[src/include/psc_pkg.sv]
// Shared constants and types for the per-second performance counters
package psc_pkg;
    // Clock rate and length of one classified second
    localparam int unsigned CLK_HZ        = 40_000_000;
    localparam int unsigned SECOND_MS     = 1000;
    localparam int unsigned TICK_CYCLES   = CLK_HZ / 1000 * SECOND_MS;

    // Length of the run that opens or closes unavailable time, in seconds
    localparam int unsigned WIN_SECONDS   = 10;

    // Inverse of the severe error ratio (one error in this many bits)
    localparam int unsigned SES_RATIO_INV = 1000;

    // Widths
    localparam int unsigned CNT_W         = 32;
    localparam int unsigned IN_W          = 16;
    localparam int unsigned ERR_AW        = 32;
    localparam int unsigned BIT_AW        = 48;
    localparam int unsigned PROD_W        = BIT_AW + 1;
    localparam int unsigned RUN_W         = 4;
    localparam int unsigned FLAG_N        = 6;

    // Derived run limits
    localparam logic [RUN_W-1:0] RUN_LAST  = RUN_W'(WIN_SECONDS - 1);
    localparam logic [CNT_W-1:0] WIN_CNT   = CNT_W'(WIN_SECONDS);
    localparam logic [CNT_W-1:0] LEAVE_SUB = CNT_W'(WIN_SECONDS - 1);

    // Reset values
    localparam logic [CNT_W-1:0] CNT_RST   = 32'h0;
    localparam logic [RUN_W-1:0] RUN_RST   = 4'h0;

    typedef logic [CNT_W-1:0] psc_cnt_t;

    // Per-cycle indications from the receive path
    typedef struct packed {
        logic [IN_W-1:0] pat_err_cnt;
        logic [IN_W-1:0] pat_bit_cnt;
        logic            lof;
        logic            los;
        logic            link_up;
        logic            remote_fault;
        logic            errored_frame;
    } psc_rx_ind_t;

    // Result counters, all in seconds
    typedef struct packed {
        psc_cnt_t total_time;
        psc_cnt_t unavailable_time;
        psc_cnt_t available_time;
        psc_cnt_t errored_seconds;
        psc_cnt_t severe_errored_seconds;
        psc_cnt_t alarm_second_count;
        psc_cnt_t error_free_second_count;
    } psc_counts_t;

    // Availability tracking
    typedef enum logic [1:0] {
        PSC_AVAIL = 2'b00,
        PSC_ENTER = 2'b01,
        PSC_UNAV  = 2'b10,
        PSC_LEAVE = 2'b11
    } psc_state_t;
endpackage

[src/hw/psc_sec_latch.sv]
// Saturating per-second accumulator, a sticky OR when one bit wide
`timescale 1ns/1ps
module psc_sec_latch #(
    parameter int unsigned IN_W  = 16,
    parameter int unsigned ACC_W = 32
) (
    input  wire logic             clk_i,
    input  wire logic             rstn_i,
    input  wire logic             clr_i,
    input  wire logic [IN_W-1:0]  in_i,
    output logic      [ACC_W-1:0] sum_o
);
    logic [ACC_W-1:0] acc_ff;
    logic [ACC_W:0]   sum_w;

    // Running total including this cycle's input
    assign sum_w = {1'b0, acc_ff} + (ACC_W + 1)'(in_i);
    assign sum_o = sum_w[ACC_W] ? {ACC_W{1'b1}} : sum_w[ACC_W-1:0];

    // Clear after the second is read; the clearing cycle is already in sum_o
    always_ff @(posedge clk_i)
    begin
        if (!rstn_i || clr_i)
        begin
            acc_ff <= '0;
        end
        else
        begin
            acc_ff <= sum_o;
        end
    end
endmodule

[src/hw/psc_perf_counters.sv]
// Per-second classification and availability counting for a pattern test
//
// Contract
// Total time counts seconds, skipping power loss
// Errored second: available, any pattern error
// Severe second: ratio 1e-3, LOF or LOS
// Alarm second: link down, fault, LOF, frames
// Ten bad seconds start unavailability at first
// Ten non-severe seconds end unavailability before
// Pending start counted available, then recounted
// Pending end counted unavailable, then recounted
// Other counts revised the same way
// Available time is total minus unavailable
// Error-free second: available, no error at all
// Own tick, latch indications, clear each second
`timescale 1ns/1ps
module psc_perf_counters #(
    parameter int unsigned TICK_CYCLES = psc_pkg::TICK_CYCLES
) (
    input  wire logic                clk_i,
    input  wire logic                rstn_i,
    input  wire logic                meas_start_i,
    input  wire logic                power_good_i,
    input  wire psc_pkg::psc_rx_ind_t rx_i,
    output psc_pkg::psc_counts_t     counts_o,
    output logic                     unavailable_o,
    output logic                     sec_done_o
);
    localparam int unsigned CNT_W = psc_pkg::CNT_W;
    localparam int unsigned RUN_W = psc_pkg::RUN_W;

    logic                          pg_meta_ff;
    logic                          pg_sync_ff;
    logic [31:0]                   tick_cnt_ff;
    logic                          sec_tick;
    logic                          latch_clr;
    logic [psc_pkg::ERR_AW-1:0]    err_sum;
    logic [psc_pkg::BIT_AW-1:0]    bit_sum;
    logic [psc_pkg::FLAG_N-1:0]    flag_in;
    logic [psc_pkg::FLAG_N-1:0]    flag_sum;
    logic [psc_pkg::PROD_W-1:0]    err_scaled;
    logic                          ratio_bad;
    logic                          sec_valid;
    logic                          sec_es;
    logic                          sec_ses;
    logic                          sec_als;
    logic                          sec_ef;
    logic                          sec_bad;

    psc_pkg::psc_state_t           state_ff;
    psc_pkg::psc_state_t           nxt_state;
    logic [RUN_W-1:0]              run_ff;
    logic [RUN_W-1:0]              nxt_run;
    logic [RUN_W-1:0]              pend_es_ff;
    logic [RUN_W-1:0]              pend_ses_ff;
    logic [RUN_W-1:0]              pend_als_ff;
    logic [RUN_W-1:0]              pend_ef_ff;
    logic [RUN_W-1:0]              nxt_pend_es;
    logic [RUN_W-1:0]              nxt_pend_ses;
    logic [RUN_W-1:0]              nxt_pend_als;
    logic [RUN_W-1:0]              nxt_pend_ef;
    psc_pkg::psc_cnt_t             total_ff;
    psc_pkg::psc_cnt_t             unav_ff;
    psc_pkg::psc_cnt_t             avail_ff;
    psc_pkg::psc_cnt_t             es_ff;
    psc_pkg::psc_cnt_t             ses_ff;
    psc_pkg::psc_cnt_t             als_ff;
    psc_pkg::psc_cnt_t             efs_ff;
    psc_pkg::psc_cnt_t             nxt_total;
    psc_pkg::psc_cnt_t             nxt_unav;
    psc_pkg::psc_cnt_t             nxt_es;
    psc_pkg::psc_cnt_t             nxt_ses;
    psc_pkg::psc_cnt_t             nxt_als;
    psc_pkg::psc_cnt_t             nxt_efs;
    logic                          sec_done_ff;

    // Power-good pin crosses in through two flops
    always_ff @(posedge clk_i)
    begin
        if (!rstn_i)
        begin
            pg_meta_ff <= 1'b0;
            pg_sync_ff <= 1'b0;
        end
        else
        begin
            pg_meta_ff <= power_good_i;
            pg_sync_ff <= pg_meta_ff;
        end
    end

    // One-second tick, restarted at measurement start
    always_ff @(posedge clk_i)
    begin
        if (!rstn_i || meas_start_i || sec_tick)
        begin
            tick_cnt_ff <= 32'h0;
        end
        else
        begin
            tick_cnt_ff <= tick_cnt_ff + 32'h1;
        end
    end
    assign sec_tick  = (tick_cnt_ff == 32'(TICK_CYCLES - 1));
    assign latch_clr = sec_tick | meas_start_i;

    // Pattern error and checked-bit totals over the second
    psc_sec_latch #(
        .IN_W  (psc_pkg::IN_W),
        .ACC_W (psc_pkg::ERR_AW)
    ) u_err_acc (
        .clk_i  (clk_i),
        .rstn_i (rstn_i),
        .clr_i  (latch_clr),
        .in_i   (rx_i.pat_err_cnt),
        .sum_o  (err_sum)
    );

    psc_sec_latch #(
        .IN_W  (psc_pkg::IN_W),
        .ACC_W (psc_pkg::BIT_AW)
    ) u_bit_acc (
        .clk_i  (clk_i),
        .rstn_i (rstn_i),
        .clr_i  (latch_clr),
        .in_i   (rx_i.pat_bit_cnt),
        .sum_o  (bit_sum)
    );

    // Sticky alarm flags: LOF, LOS, link down, fault, bad frame, power lost
    assign flag_in = {rx_i.lof, rx_i.los, ~rx_i.link_up, rx_i.remote_fault,
                      rx_i.errored_frame, ~pg_sync_ff};

    for (genvar g = 0; g < psc_pkg::FLAG_N; g++)
    begin : g_flag
        psc_sec_latch #(
            .IN_W  (1),
            .ACC_W (1)
        ) u_flag (
            .clk_i  (clk_i),
            .rstn_i (rstn_i),
            .clr_i  (latch_clr),
            .in_i   (flag_in[g]),
            .sum_o  (flag_sum[g])
        );
    end

    // Classification of the second that ends on this tick
    assign err_scaled = psc_pkg::PROD_W'(err_sum)
                      * psc_pkg::PROD_W'(psc_pkg::SES_RATIO_INV);
    assign ratio_bad  = (err_sum != '0)
                      && (err_scaled >= psc_pkg::PROD_W'(bit_sum));
    assign sec_valid  = sec_tick & ~flag_sum[0];
    assign sec_es     = (err_sum != '0);
    assign sec_ses    = ratio_bad | flag_sum[5] | flag_sum[4];
    assign sec_als    = flag_sum[3] | flag_sum[2] | flag_sum[5]
                      | flag_sum[1];
    assign sec_ef     = ~(sec_es | sec_ses | sec_als);
    assign sec_bad    = sec_ses | sec_als;

    // Availability tracking and provisional counting
    always_comb
    begin
        nxt_state    = state_ff;
        nxt_run      = run_ff;
        nxt_pend_es  = pend_es_ff;
        nxt_pend_ses = pend_ses_ff;
        nxt_pend_als = pend_als_ff;
        nxt_pend_ef  = pend_ef_ff;
        nxt_total    = total_ff;
        nxt_unav     = unav_ff;
        nxt_es       = es_ff;
        nxt_ses      = ses_ff;
        nxt_als      = als_ff;
        nxt_efs      = efs_ff;
        if (sec_valid)
        begin
            nxt_total = total_ff + CNT_W'(1'b1);
            // Run and pending counts restart unless a path extends them
            nxt_run      = psc_pkg::RUN_RST;
            nxt_pend_es  = psc_pkg::RUN_RST;
            nxt_pend_ses = psc_pkg::RUN_RST;
            nxt_pend_als = psc_pkg::RUN_RST;
            nxt_pend_ef  = psc_pkg::RUN_RST;
            case (state_ff)
                psc_pkg::PSC_AVAIL,
                psc_pkg::PSC_ENTER:
                begin
                    if (sec_bad && state_ff == psc_pkg::PSC_ENTER
                        && run_ff == psc_pkg::RUN_LAST)
                    begin
                        // Start confirmed: take back the run from the counts
                        nxt_unav     = unav_ff + psc_pkg::WIN_CNT;
                        nxt_es       = es_ff - CNT_W'(pend_es_ff);
                        nxt_ses      = ses_ff - CNT_W'(pend_ses_ff);
                        nxt_als      = als_ff - CNT_W'(pend_als_ff);
                        nxt_efs      = efs_ff - CNT_W'(pend_ef_ff);
                        nxt_state    = psc_pkg::PSC_UNAV;
                    end
                    else
                    begin
                        // Still available: count now, remember while pending
                        nxt_es  = es_ff + CNT_W'(sec_es);
                        nxt_ses = ses_ff + CNT_W'(sec_ses);
                        nxt_als = als_ff + CNT_W'(sec_als);
                        nxt_efs = efs_ff + CNT_W'(sec_ef);
                        if (sec_bad)
                        begin
                            nxt_state    = psc_pkg::PSC_ENTER;
                            nxt_run      = run_ff + RUN_W'(1'b1);
                            nxt_pend_es  = pend_es_ff + RUN_W'(sec_es);
                            nxt_pend_ses = pend_ses_ff + RUN_W'(sec_ses);
                            nxt_pend_als = pend_als_ff + RUN_W'(sec_als);
                            nxt_pend_ef  = pend_ef_ff + RUN_W'(sec_ef);
                        end
                        else
                        begin
                            nxt_state    = psc_pkg::PSC_AVAIL;
                        end
                    end
                end
                psc_pkg::PSC_UNAV,
                psc_pkg::PSC_LEAVE:
                begin
                    if (!sec_ses && state_ff == psc_pkg::PSC_LEAVE
                        && run_ff == psc_pkg::RUN_LAST)
                    begin
                        // End confirmed: give the run back to available time
                        nxt_unav     = unav_ff - psc_pkg::LEAVE_SUB;
                        nxt_es       = es_ff + CNT_W'(pend_es_ff)
                                     + CNT_W'(sec_es);
                        nxt_ses      = ses_ff + CNT_W'(pend_ses_ff);
                        nxt_als      = als_ff + CNT_W'(pend_als_ff)
                                     + CNT_W'(sec_als);
                        nxt_efs      = efs_ff + CNT_W'(pend_ef_ff)
                                     + CNT_W'(sec_ef);
                        nxt_state    = psc_pkg::PSC_AVAIL;
                    end
                    else
                    begin
                        // Counted unavailable until the end is confirmed
                        nxt_unav = unav_ff + CNT_W'(1'b1);
                        if (!sec_ses)
                        begin
                            nxt_state    = psc_pkg::PSC_LEAVE;
                            nxt_run      = run_ff + RUN_W'(1'b1);
                            nxt_pend_es  = pend_es_ff + RUN_W'(sec_es);
                            nxt_pend_ses = pend_ses_ff;
                            nxt_pend_als = pend_als_ff + RUN_W'(sec_als);
                            nxt_pend_ef  = pend_ef_ff + RUN_W'(sec_ef);
                        end
                        else
                        begin
                            nxt_state    = psc_pkg::PSC_UNAV;
                        end
                    end
                end
                default:
                begin
                    nxt_state = psc_pkg::PSC_AVAIL;
                end
            endcase
        end
    end

    // State and pending run, cleared at measurement start
    always_ff @(posedge clk_i)
    begin
        if (!rstn_i || meas_start_i)
        begin
            state_ff    <= psc_pkg::PSC_AVAIL;
            run_ff      <= psc_pkg::RUN_RST;
            pend_es_ff  <= psc_pkg::RUN_RST;
            pend_ses_ff <= psc_pkg::RUN_RST;
            pend_als_ff <= psc_pkg::RUN_RST;
            pend_ef_ff  <= psc_pkg::RUN_RST;
        end
        else
        begin
            state_ff    <= nxt_state;
            run_ff      <= nxt_run;
            pend_es_ff  <= nxt_pend_es;
            pend_ses_ff <= nxt_pend_ses;
            pend_als_ff <= nxt_pend_als;
            pend_ef_ff  <= nxt_pend_ef;
        end
    end

    // Result counters, cleared at measurement start
    always_ff @(posedge clk_i)
    begin
        if (!rstn_i || meas_start_i)
        begin
            total_ff <= psc_pkg::CNT_RST;
            unav_ff  <= psc_pkg::CNT_RST;
            avail_ff <= psc_pkg::CNT_RST;
            es_ff    <= psc_pkg::CNT_RST;
            ses_ff   <= psc_pkg::CNT_RST;
            als_ff   <= psc_pkg::CNT_RST;
            efs_ff   <= psc_pkg::CNT_RST;
        end
        else
        begin
            total_ff <= nxt_total;
            unav_ff  <= nxt_unav;
            avail_ff <= nxt_total - nxt_unav;
            es_ff    <= nxt_es;
            ses_ff   <= nxt_ses;
            als_ff   <= nxt_als;
            efs_ff   <= nxt_efs;
        end
    end

    // Pulse when a second's results land in the counters
    always_ff @(posedge clk_i)
    begin
        if (!rstn_i || meas_start_i)
        begin
            sec_done_ff <= 1'b0;
        end
        else
        begin
            sec_done_ff <= sec_valid;
        end
    end

    // Outputs
    assign counts_o.total_time              = total_ff;
    assign counts_o.unavailable_time        = unav_ff;
    assign counts_o.available_time          = avail_ff;
    assign counts_o.errored_seconds         = es_ff;
    assign counts_o.severe_errored_seconds  = ses_ff;
    assign counts_o.alarm_second_count      = als_ff;
    assign counts_o.error_free_second_count = efs_ff;
    assign unavailable_o = state_ff[1];   // UNAV or LEAVE, from a flop
    assign sec_done_o    = sec_done_ff;
endmodule

[config.mk]
export PLATFORM = sky130hd
export DESIGN_NAME = psc_perf_counters
export DESIGN_NICKNAME = d
export VERILOG_FILES = /design/src/include/psc_pkg.sv /design/src/hw/psc_sec_latch.sv /design/src/hw/psc_perf_counters.sv
export SDC_FILE = /design/constraint.sdc
export NUM_CORES = 2
export LEC_CHECK = 0
export ABC_AREA = 1
export BUFFER_PORTS_ARGS = -buffer_cell sky130_fd_sc_hd__buf_2
export CAP_MARGIN = 20
export CELL_PAD_IN_SITES_DETAIL_PLACEMENT = 2
export CELL_PAD_IN_SITES_GLOBAL_PLACEMENT = 2
export CORE_ASPECT_RATIO = 1.5
export CORE_MARGIN = 1.5
export CORE_UTILIZATION = 36
export CTS_BUF_LIST = sky130_fd_sc_hd__clkbuf_8
export DETAILED_ROUTE_END_ITERATION = 7
export PLACE_DENSITY = 0.81
export RECOVER_POWER = 50
export SYNTH_ARGS = -nofsm -noshare
export SYNTH_HDL_FRONTEND = slang
export SYNTH_HIERARCHICAL = 1
export SYNTH_SLANG_ARGS = --single-unit
[constraint.sdc]
create_clock -name clk_i -period 18.15 [get_ports clk_i]
set_input_delay 2.7225 -clock clk_i [delete_from_list [all_inputs] [get_ports clk_i]]
set_output_delay 2.7225 -clock clk_i [all_outputs]
set_load 0.1 [all_outputs]
# ---- Yosys cells after proc, flatten, opt, wreduce, memory -nomap -nowiden
# Index checks and enable logic that the tools add are counted.
dict set report word_totals {
  register_bits 367
  in_bits 41
  elab_cells 153
}
dict set report op_classes {
  n_addsub 34
  n_mul 1
  n_lt_le_gt_ge 1
  n_eq_ne 7
  n_mux 55
  bitwise_logic 14
  n_reduce_logical 16
}
# op count
set op_table {}
lappend op_table {{$mux W32} 13}
lappend op_table {{$pmux W32 S2} 5}
lappend op_table {{$add A32 B1 Y32} 7}
lappend op_table {{$add A32 B4 Y32} 4}
lappend op_table {{$sub A32 B4 Y32} 4}
lappend op_table {{$add A32 B1 Y32 const B} 3}
lappend op_table {{$mux W4} 20}
lappend op_table {{$add A48 B16 Y49} 1}
lappend op_table {{$ge A42 B48 Y1} 1}
lappend op_table {{$mux W48} 1}
lappend op_table {{$pmux W4 S2} 5}
lappend op_table {{$mul A32 B7 Y39 const B} 1}
lappend op_table {{$add A32 B16 Y33} 1}
lappend op_table {{$add A32 B4 Y32 const B} 1}
lappend op_table {{$eq A32 B26 Y1 const B} 1}
lappend op_table {{$reduce_bool A32 Y1} 1}
lappend op_table {{$sub A32 B32 Y32} 1}
lappend op_table {{$sub A32 B4 Y32 const B} 1}
lappend op_table {{$add A4 B1 Y4} 4}
lappend op_table {{$add A1 B1 Y2} 6}
lappend op_table {{$or A1 B1 Y1} 9}
lappend op_table {{$mux W1} 8}
lappend op_table {{$logic_and A1 B1 Y1} 5}
lappend op_table {{$add A4 B1 Y4 const B} 1}
lappend op_table {{other kinds (14)} 24}

# ---- Longest topological paths before layout
dict set report logic_depth {
  depth_word 14
  depth_mapped 78
}

# ---- By module
# The synthesis kept the hierarchy.
# module n_inst cells_per_inst area_per_inst_um2 seq_area_each_um2
set by_module_without_submodules {}
lappend by_module_without_submodules {psc_perf_counters 1 4388 30665.7 5625.4}
lappend by_module_without_submodules {{psc_sec_latch (u_bit_acc)} 1 761 4310.4 960.9}
lappend by_module_without_submodules {{psc_sec_latch (u_err_acc)} 1 476 2912.8 640.6}
lappend by_module_without_submodules {{psc_sec_latch (g_flag[0].u_flag ...)} 6 6 41.3 20.0}

# ---- Worst setup path after synthesis
# No wires, ideal clock.
dict set report synth_timing {
  path_kind {input-to-reg}
  start {input rx_i[21] (netlist name)}
  end {register avail_ff[29]}
  t_arrival_ps 14040
  required_ps 18035
  setup_slack_ps 3995
  path_stages 71
  path_buffers 2
  cell_sequence {ha_1 fa_1 nand2_1 nand2_1 and2_4 nand2_4 nand2_4 nand2_2 nand2_4 nand3_4 buf_6 buf_6 nand2_1 fa_1 inv_1 fa_1 fa_1 fa_1 [... 35 more ...] a21oi_1 o21ai_1 xnor2_1 o211ai_1 o21ai_2 ha_1 a21oi_1 nor2_1 a211oi_1 o21ai_1 nand4_1 nand2_2 nand2_1 nand2_2 nand2_1 nand3_1 nand2_1 nor2_1}
}
dict set report synth_via {
  elab_chain_len 14
  elab_cells_between_ends 19
  classes_between {add/sub (2); mul (1); order compare (1); mux (5); bitwise (3); reduce/logical (7)}
}
# item line
set synth_rtl {}
lappend synth_rtl {{from (decl)} psc_perf_counters.sv:24} ;# input wire psc_pkg::psc_rx_ind_t rx_i,
lappend synth_rtl {{$add A32 B16 Y33 (*)} psc_sec_latch.sv:17} ;# assign sum_w = {1'b0, acc_ff} + (ACC_W + 1)'(in_i);
lappend synth_rtl {{$mux W32 (*)} psc_sec_latch.sv:18} ;# assign sum_o = sum_w[ACC_W] ? {ACC_W{1'b1}} : sum_w[ACC_W-1:0];
lappend synth_rtl {{net err_sum (one bit)} psc_perf_counters.sv:37} ;# logic [psc_pkg::ERR_AW-1:0] err_sum;
lappend synth_rtl {{$mul A32 B7 Y39} psc_perf_counters.sv:150} ;# * psc_pkg::PROD_W'(psc_pkg::SES_RATIO_INV);
lappend synth_rtl {{$ge A42 B48 Y1} psc_perf_counters.sv:152} ;# && (err_scaled >= psc_pkg::PROD_W'(bit_sum));
lappend synth_rtl {{$logic_and A1 B1 Y1 (*)} psc_perf_counters.sv:152}
lappend synth_rtl {{$or A1 B1 Y1 (*) (2 in a row)} psc_perf_counters.sv:155} ;# assign sec_ses = ratio_bad | flag_sum[5] | flag_sum[4];
lappend synth_rtl {{$or A1 B1 Y1 or $logic_not A1 Y1 (tied branches)} n/a}
lappend synth_rtl {{$logic_and A1 B1 Y1 (on tied branches)} {psc_perf_counters.sv:189, psc_perf_counters.sv:225}}
lappend synth_rtl {{$logic_and A1 B1 Y1 (on tied branches)} {psc_perf_counters.sv:190, psc_perf_counters.sv:226}}
lappend synth_rtl {{$mux W32 (on tied branches)} {psc_perf_counters.sv:189, psc_perf_counters.sv:225}}
lappend synth_rtl {{$pmux W32 S2 (*)} psc_perf_counters.sv:185} ;# case (state_ff)
lappend synth_rtl {{$mux W32 (*)} psc_perf_counters.sv:176} ;# if (sec_valid)
lappend synth_rtl {{$sub A32 B32 Y32 (*)} psc_perf_counters.sv:306} ;# avail_ff <= nxt_total - nxt_unav;
lappend synth_rtl {{to (signal assigned)} psc_perf_counters.sv:296} ;# avail_ff <= psc_pkg::CNT_RST;
lappend synth_rtl {{to (signal assigned)} psc_perf_counters.sv:306}
lappend synth_rtl {{to (decl)} psc_perf_counters.sv:64} ;# psc_pkg::psc_cnt_t avail_ff;
# Mark *: on every way through the listed nets, which the timed path passes. The rest lies on a longest branch.
# A chain may end at the register's enable or synchronous reset.

# ---- Final worst setup path
# Ends and elaborated chain as after synthesis.

==> summary.txt <==
Status
  • Result of the run: complete, but fails checks
  • Violations in the final reports: max-capacitance violations, max-slew violations

Drt
  • DRC: 0
  • First drt pass iteration count: 7
  • Final wirelength: 156 mm
  • Vias after detailed routing: 39700
  • Residual antenna-violating net count after detailed routing: 0
  • Avg Vias per Cell: 5.38
  • Final routed wire length divided by cell count: 21.2 µm
  • Count of routing violations after the opening detailed-route iteration: 1336

Setup path
  • Setup crit end: avail_ff[29]
  • Crit Reg-Reg Endpoint: avail_ff[29]
  • Critical Path Start Type: input port
  • Kind of critical path: in2reg
  • Required time at the endpoint of the critical path: 18.79 ns
  • Worst setup path startpoint: rx_i[21]
  • Depth of the worst register-to-register path: 69
  • Arrival time reported for the critical path endpoint: 16.33 ns
  • Internal reg-to-reg setup slack: between 4 and 5 ns
  • Crit-path most repeated cell: nand2_1
  • Start of the worst register-to-register path: u_err_acc/acc_ff[0]
  • Slowest stage delay, CP: ~0.76 ns
  • Type of destination of the critical path: register
  • Critical Path Fanout Max: 38
  • Max stage delay cell, worst path: nor3_4

Timing
  • Tmin final: 15.70 ns
  • Endpoints failing hold: 0
  • Slew at the pin closest to its max-slew limit: 4.26 ns
  • Final setup violation count: 0
  • Final clock period utilization by the worst path: 86.5%
  • Worst hold slack across all endpoints: 0.447 ns
  • Max transition margin: -184%
  • Final setup skew: 0.0572 ns
  • Setup repair after global routing missed its margin: false
  • Final total negative setup slack: 0 ns
  • Top achievable clock speed: roughly 0.064 GHz
  • Pins Over Slew Limit: 211

Pwr
  • Worst vdd ir: 0.227 mV
  • Share of power burned in registers: 13.7%
  • Total power draw: 0.00595 W
  • Cell leakage power: 20.7 nW
  • Combinational share of power: a little over two thirds
  • Share of power burned in the clock network: 16.9%
  • Ratio of total power to cell area: 141 mW/mm²
  • Design internal power: 0.00290 W
  • Switching power of the nets: 0.00305 W
  • Switching Fraction: 51.2%

Clock tree
  • Clock slew seen by the registers of the worst setup and hold paths: about 0.06 ns
  • Post_cts resized: 0
  • Clock latency on the worst-skew pair: 0.76 ns
  • Clock tree buffer depth: 3
  • Total setup buffers inserted after CTS: 0
  • Hold Buf Count CTS: 0
  • Clock tree from TritonCTS: yes
  • Cts bufs inserted: 74
  • Buffer cell driving the clock tree root: clkbuf_8
  • Clock Sink Count: 367
  • Count of H-tree levels built during CTS: 3

Synthesis
  • Portion of netlist area occupied by mux cells: 0.0295%
  • Post-synthesis xor/xnor area fraction: under 10%
  • Synthesized-area fraction occupied by ao, oa, aoi and oai cells: 17.3%
  • Number of distinct library cells after synthesis: 76
  • Fraction of the mapped netlist area in adder cells: 19.6%
  • Syn nets: 6219
  • Synthesized instance count: 5661
  • Total of warnings raised by yosys: 6
  • Flip-flop and latch count after synthesis: 367
  • Number of enable-type register cells in the synthesized netlist: 0
  • Fraction of the mapped netlist area in simple logic gates: 27.8%
  • Post-synthesis sequential area ratio: roughly a fifth
  • Main combinational cell family by area after synthesis: simple AND/OR/NAND/NOR gates
  • Most used DFF post-synth: dfxtp_1
  • Cell area after technology mapping: ~0.038 mm²
  • Async set-or-reset flop fraction in the synthesized netlist: 0%
  • Average size of a mapped cell: approximately 6.7 µm²

Layout
  • Fill count: 13100
  • Layout overhead on the synthesized area: 10.6%
  • Fraction of layout cells with a size suffix above 1: 8.14%
  • Seq. cell area: 0.00735 mm²
  • Nets@finish: approximately 6500
  • Most common cell after layout, fill and taps aside: nand2_1
  • Commonest non-fill, non-tap cells in the layout: nand2_1, inv_1, a21oi_1
  • Multi-input gate area: 0.0265 mm²
  • Final design utilization: 40.1%

Min path
  • Worst hold path cell count: 2
  • Class of the tightest hold or removal check: reg2reg

Floorplan
  • Row count: 146
  • Die Height: approximately 400 µm
  • Die Wd: 269 µm
  • Die Outline Area: 0.108 mm²
  • I/O pins: approximately 270
  • Starting utilization of the core area: 36.2%
  • Std-Cell Core Area: 0.105 mm²

GRT
  • Residual overflow from global routing: 0
  • Overall track demand over capacity in global routing: 28.8%
  • Maximum number of pins on one net before global-route repair: 95
  • Antenna violations before repair: 7
  • Vias in the first global route: 44600
  • Wire length of the first global-routing pass: 245 mm

Place
  • Post-detailed-placement half-perimeter wirelength: 125 mm
  • Routability Congestion: slightly below 0.9
  • Port-buffer cells: 266

Flow run
  • Max-cap violation count: 4
-- kinds of logic (layout without fill, tap and decap cells) --
group                      count (synthesis)  in the layout
other                                      0              5
xor gates and xnor gates                 230            230
AOI/OAI and AO/OA                       1180           1180
DFF                                      367            367
and+or+nand+nor                         2294           2294
buffers and inverters                   1072           1381
adders and majority gates                517            517
muxes                                      1              1
-- synth_stat cells (8+ instances only) --
master    number  area, µm²
nor4_1        36        225
nor2_2        33        206
nand3_2       29        290
o211ai_1      15        113
o221ai_1      12        105
buf_2         12       60.1
xor2_1       150       1310
a31oi_1       59        369
a21oi_1      552       2760
o21ai_1       35        175
ha_1         385       4820
inv_2         38        143
inv_1        916       3440
o22ai_1        8       50.1
or2_2         29        181
nand3_1      230       1150
or2_1          8       50.1
nor3_1        76        380
fa_1         132       2640
nor3_2        20        200
o21bai_1      11       82.6
a221oi_1      12        105
o21ai_0      337       1690
a21o_1        19        143
a21oi_2       14        123
nand2_1     1135       4260
nand4_1       83        519
o21a_1        30        225
nand2_4        9        101
xnor2_1       80        701
nor2_1       489       1840
dfxtp_1      367       7350
clkbuf_1      84        315
nor2_4        19        214
buf_6          8       90.1
a211oi_1      22        165
nand2_2       31        194
a21boi_1       9       67.6
-- power by group through the flow --
stage | sequential [W] | combinational (W) | clock [W]
2_1_floorplan | 0.000833 | 0.00296 | 0
3_3_place_gp | 0.000834 | 0.00386 | 0
5_1_grt | 0.000817 | 0.00472 | 0.00106
3_5_place_dp | 0.000834 | 0.00414 | 0
6_report | 0.000817 | 0.00413 | 0.00101
4_1_cts | 0.000817 | 0.00422 | 0.00104
-- flip-flops by register name, indices dropped and copies added, names as in the netlist --
signal and count:
u_bit_acc/acc_ff 48, als_ff 32, avail_ff 32, efs_ff 32, es_ff 32, ses_ff 32, tick_cnt_ff 32, total_ff 32
u_err_acc/acc_ff 32, unav_ff 32, g_flag.u_flag/acc_ff 6, pend_als_ff 4, pend_ef_ff 4, pend_es_ff 4, pend_ses_ff 4, run_ff 4
state_ff 2, pg_meta_ff 1, pg_sync_ff 1, sec_done_o 1
-- worst max-delay path: cells and delay by family --
kind                     cells  cell delay, ns
AND/OR/NAND/NOR             30            4.53
AO/OA/AOI/OAI               25            4.37
adder cells (fa/ha/maj)     10            4.23
buffers and inverters        5            0.40
-- metrics by stage --
step	cell area, µm²	worst slack (ns)	instances
6_report	42200	2.45	7381
3_5_place_dp	40900	1.91	7244
2_1_floorplan	38100	4.00	5661
3_3_place_gp	40900	2.44	7244
4_1_cts	42500	2.64	7376
5_1_grt	42200	1.43	7377
-- area by class of cell --
type	instances	share of cell area, %
multi-input cells	4222	62.9
flip-flops and latches	367	17.4
inverters	961	8.57
well taps	1406	4.17
repair buffers	288	3.03
clock buffers	89	2.90
clock inverters	43	0.952
diodes	5	0.0297
-- worst min-delay path by stage --
stage	from	to
after floorplan	pg_meta_ff	pg_sync_ff
final	state_ff[0]	state_ff[0]
after global routing	state_ff[0]	state_ff[0]
after CTS	state_ff[0]	state_ff[0]
after detailed placement	pg_meta_ff	pg_sync_ff
after global placement	pg_meta_ff	pg_sync_ff
-- per-layer routing --
layer / up-vias / GRT usage [%] / routed length (µm)
li1: 19000 / - / -
met1: 19700 / 30.0 / 60200
met2: 625 / 55.4 / 83300
met3: 327 / 3.99 / 5330
met4: 4 / 13.7 / 7560
met5: - / 0 / 27
Power figures use the tool's default switching activity.
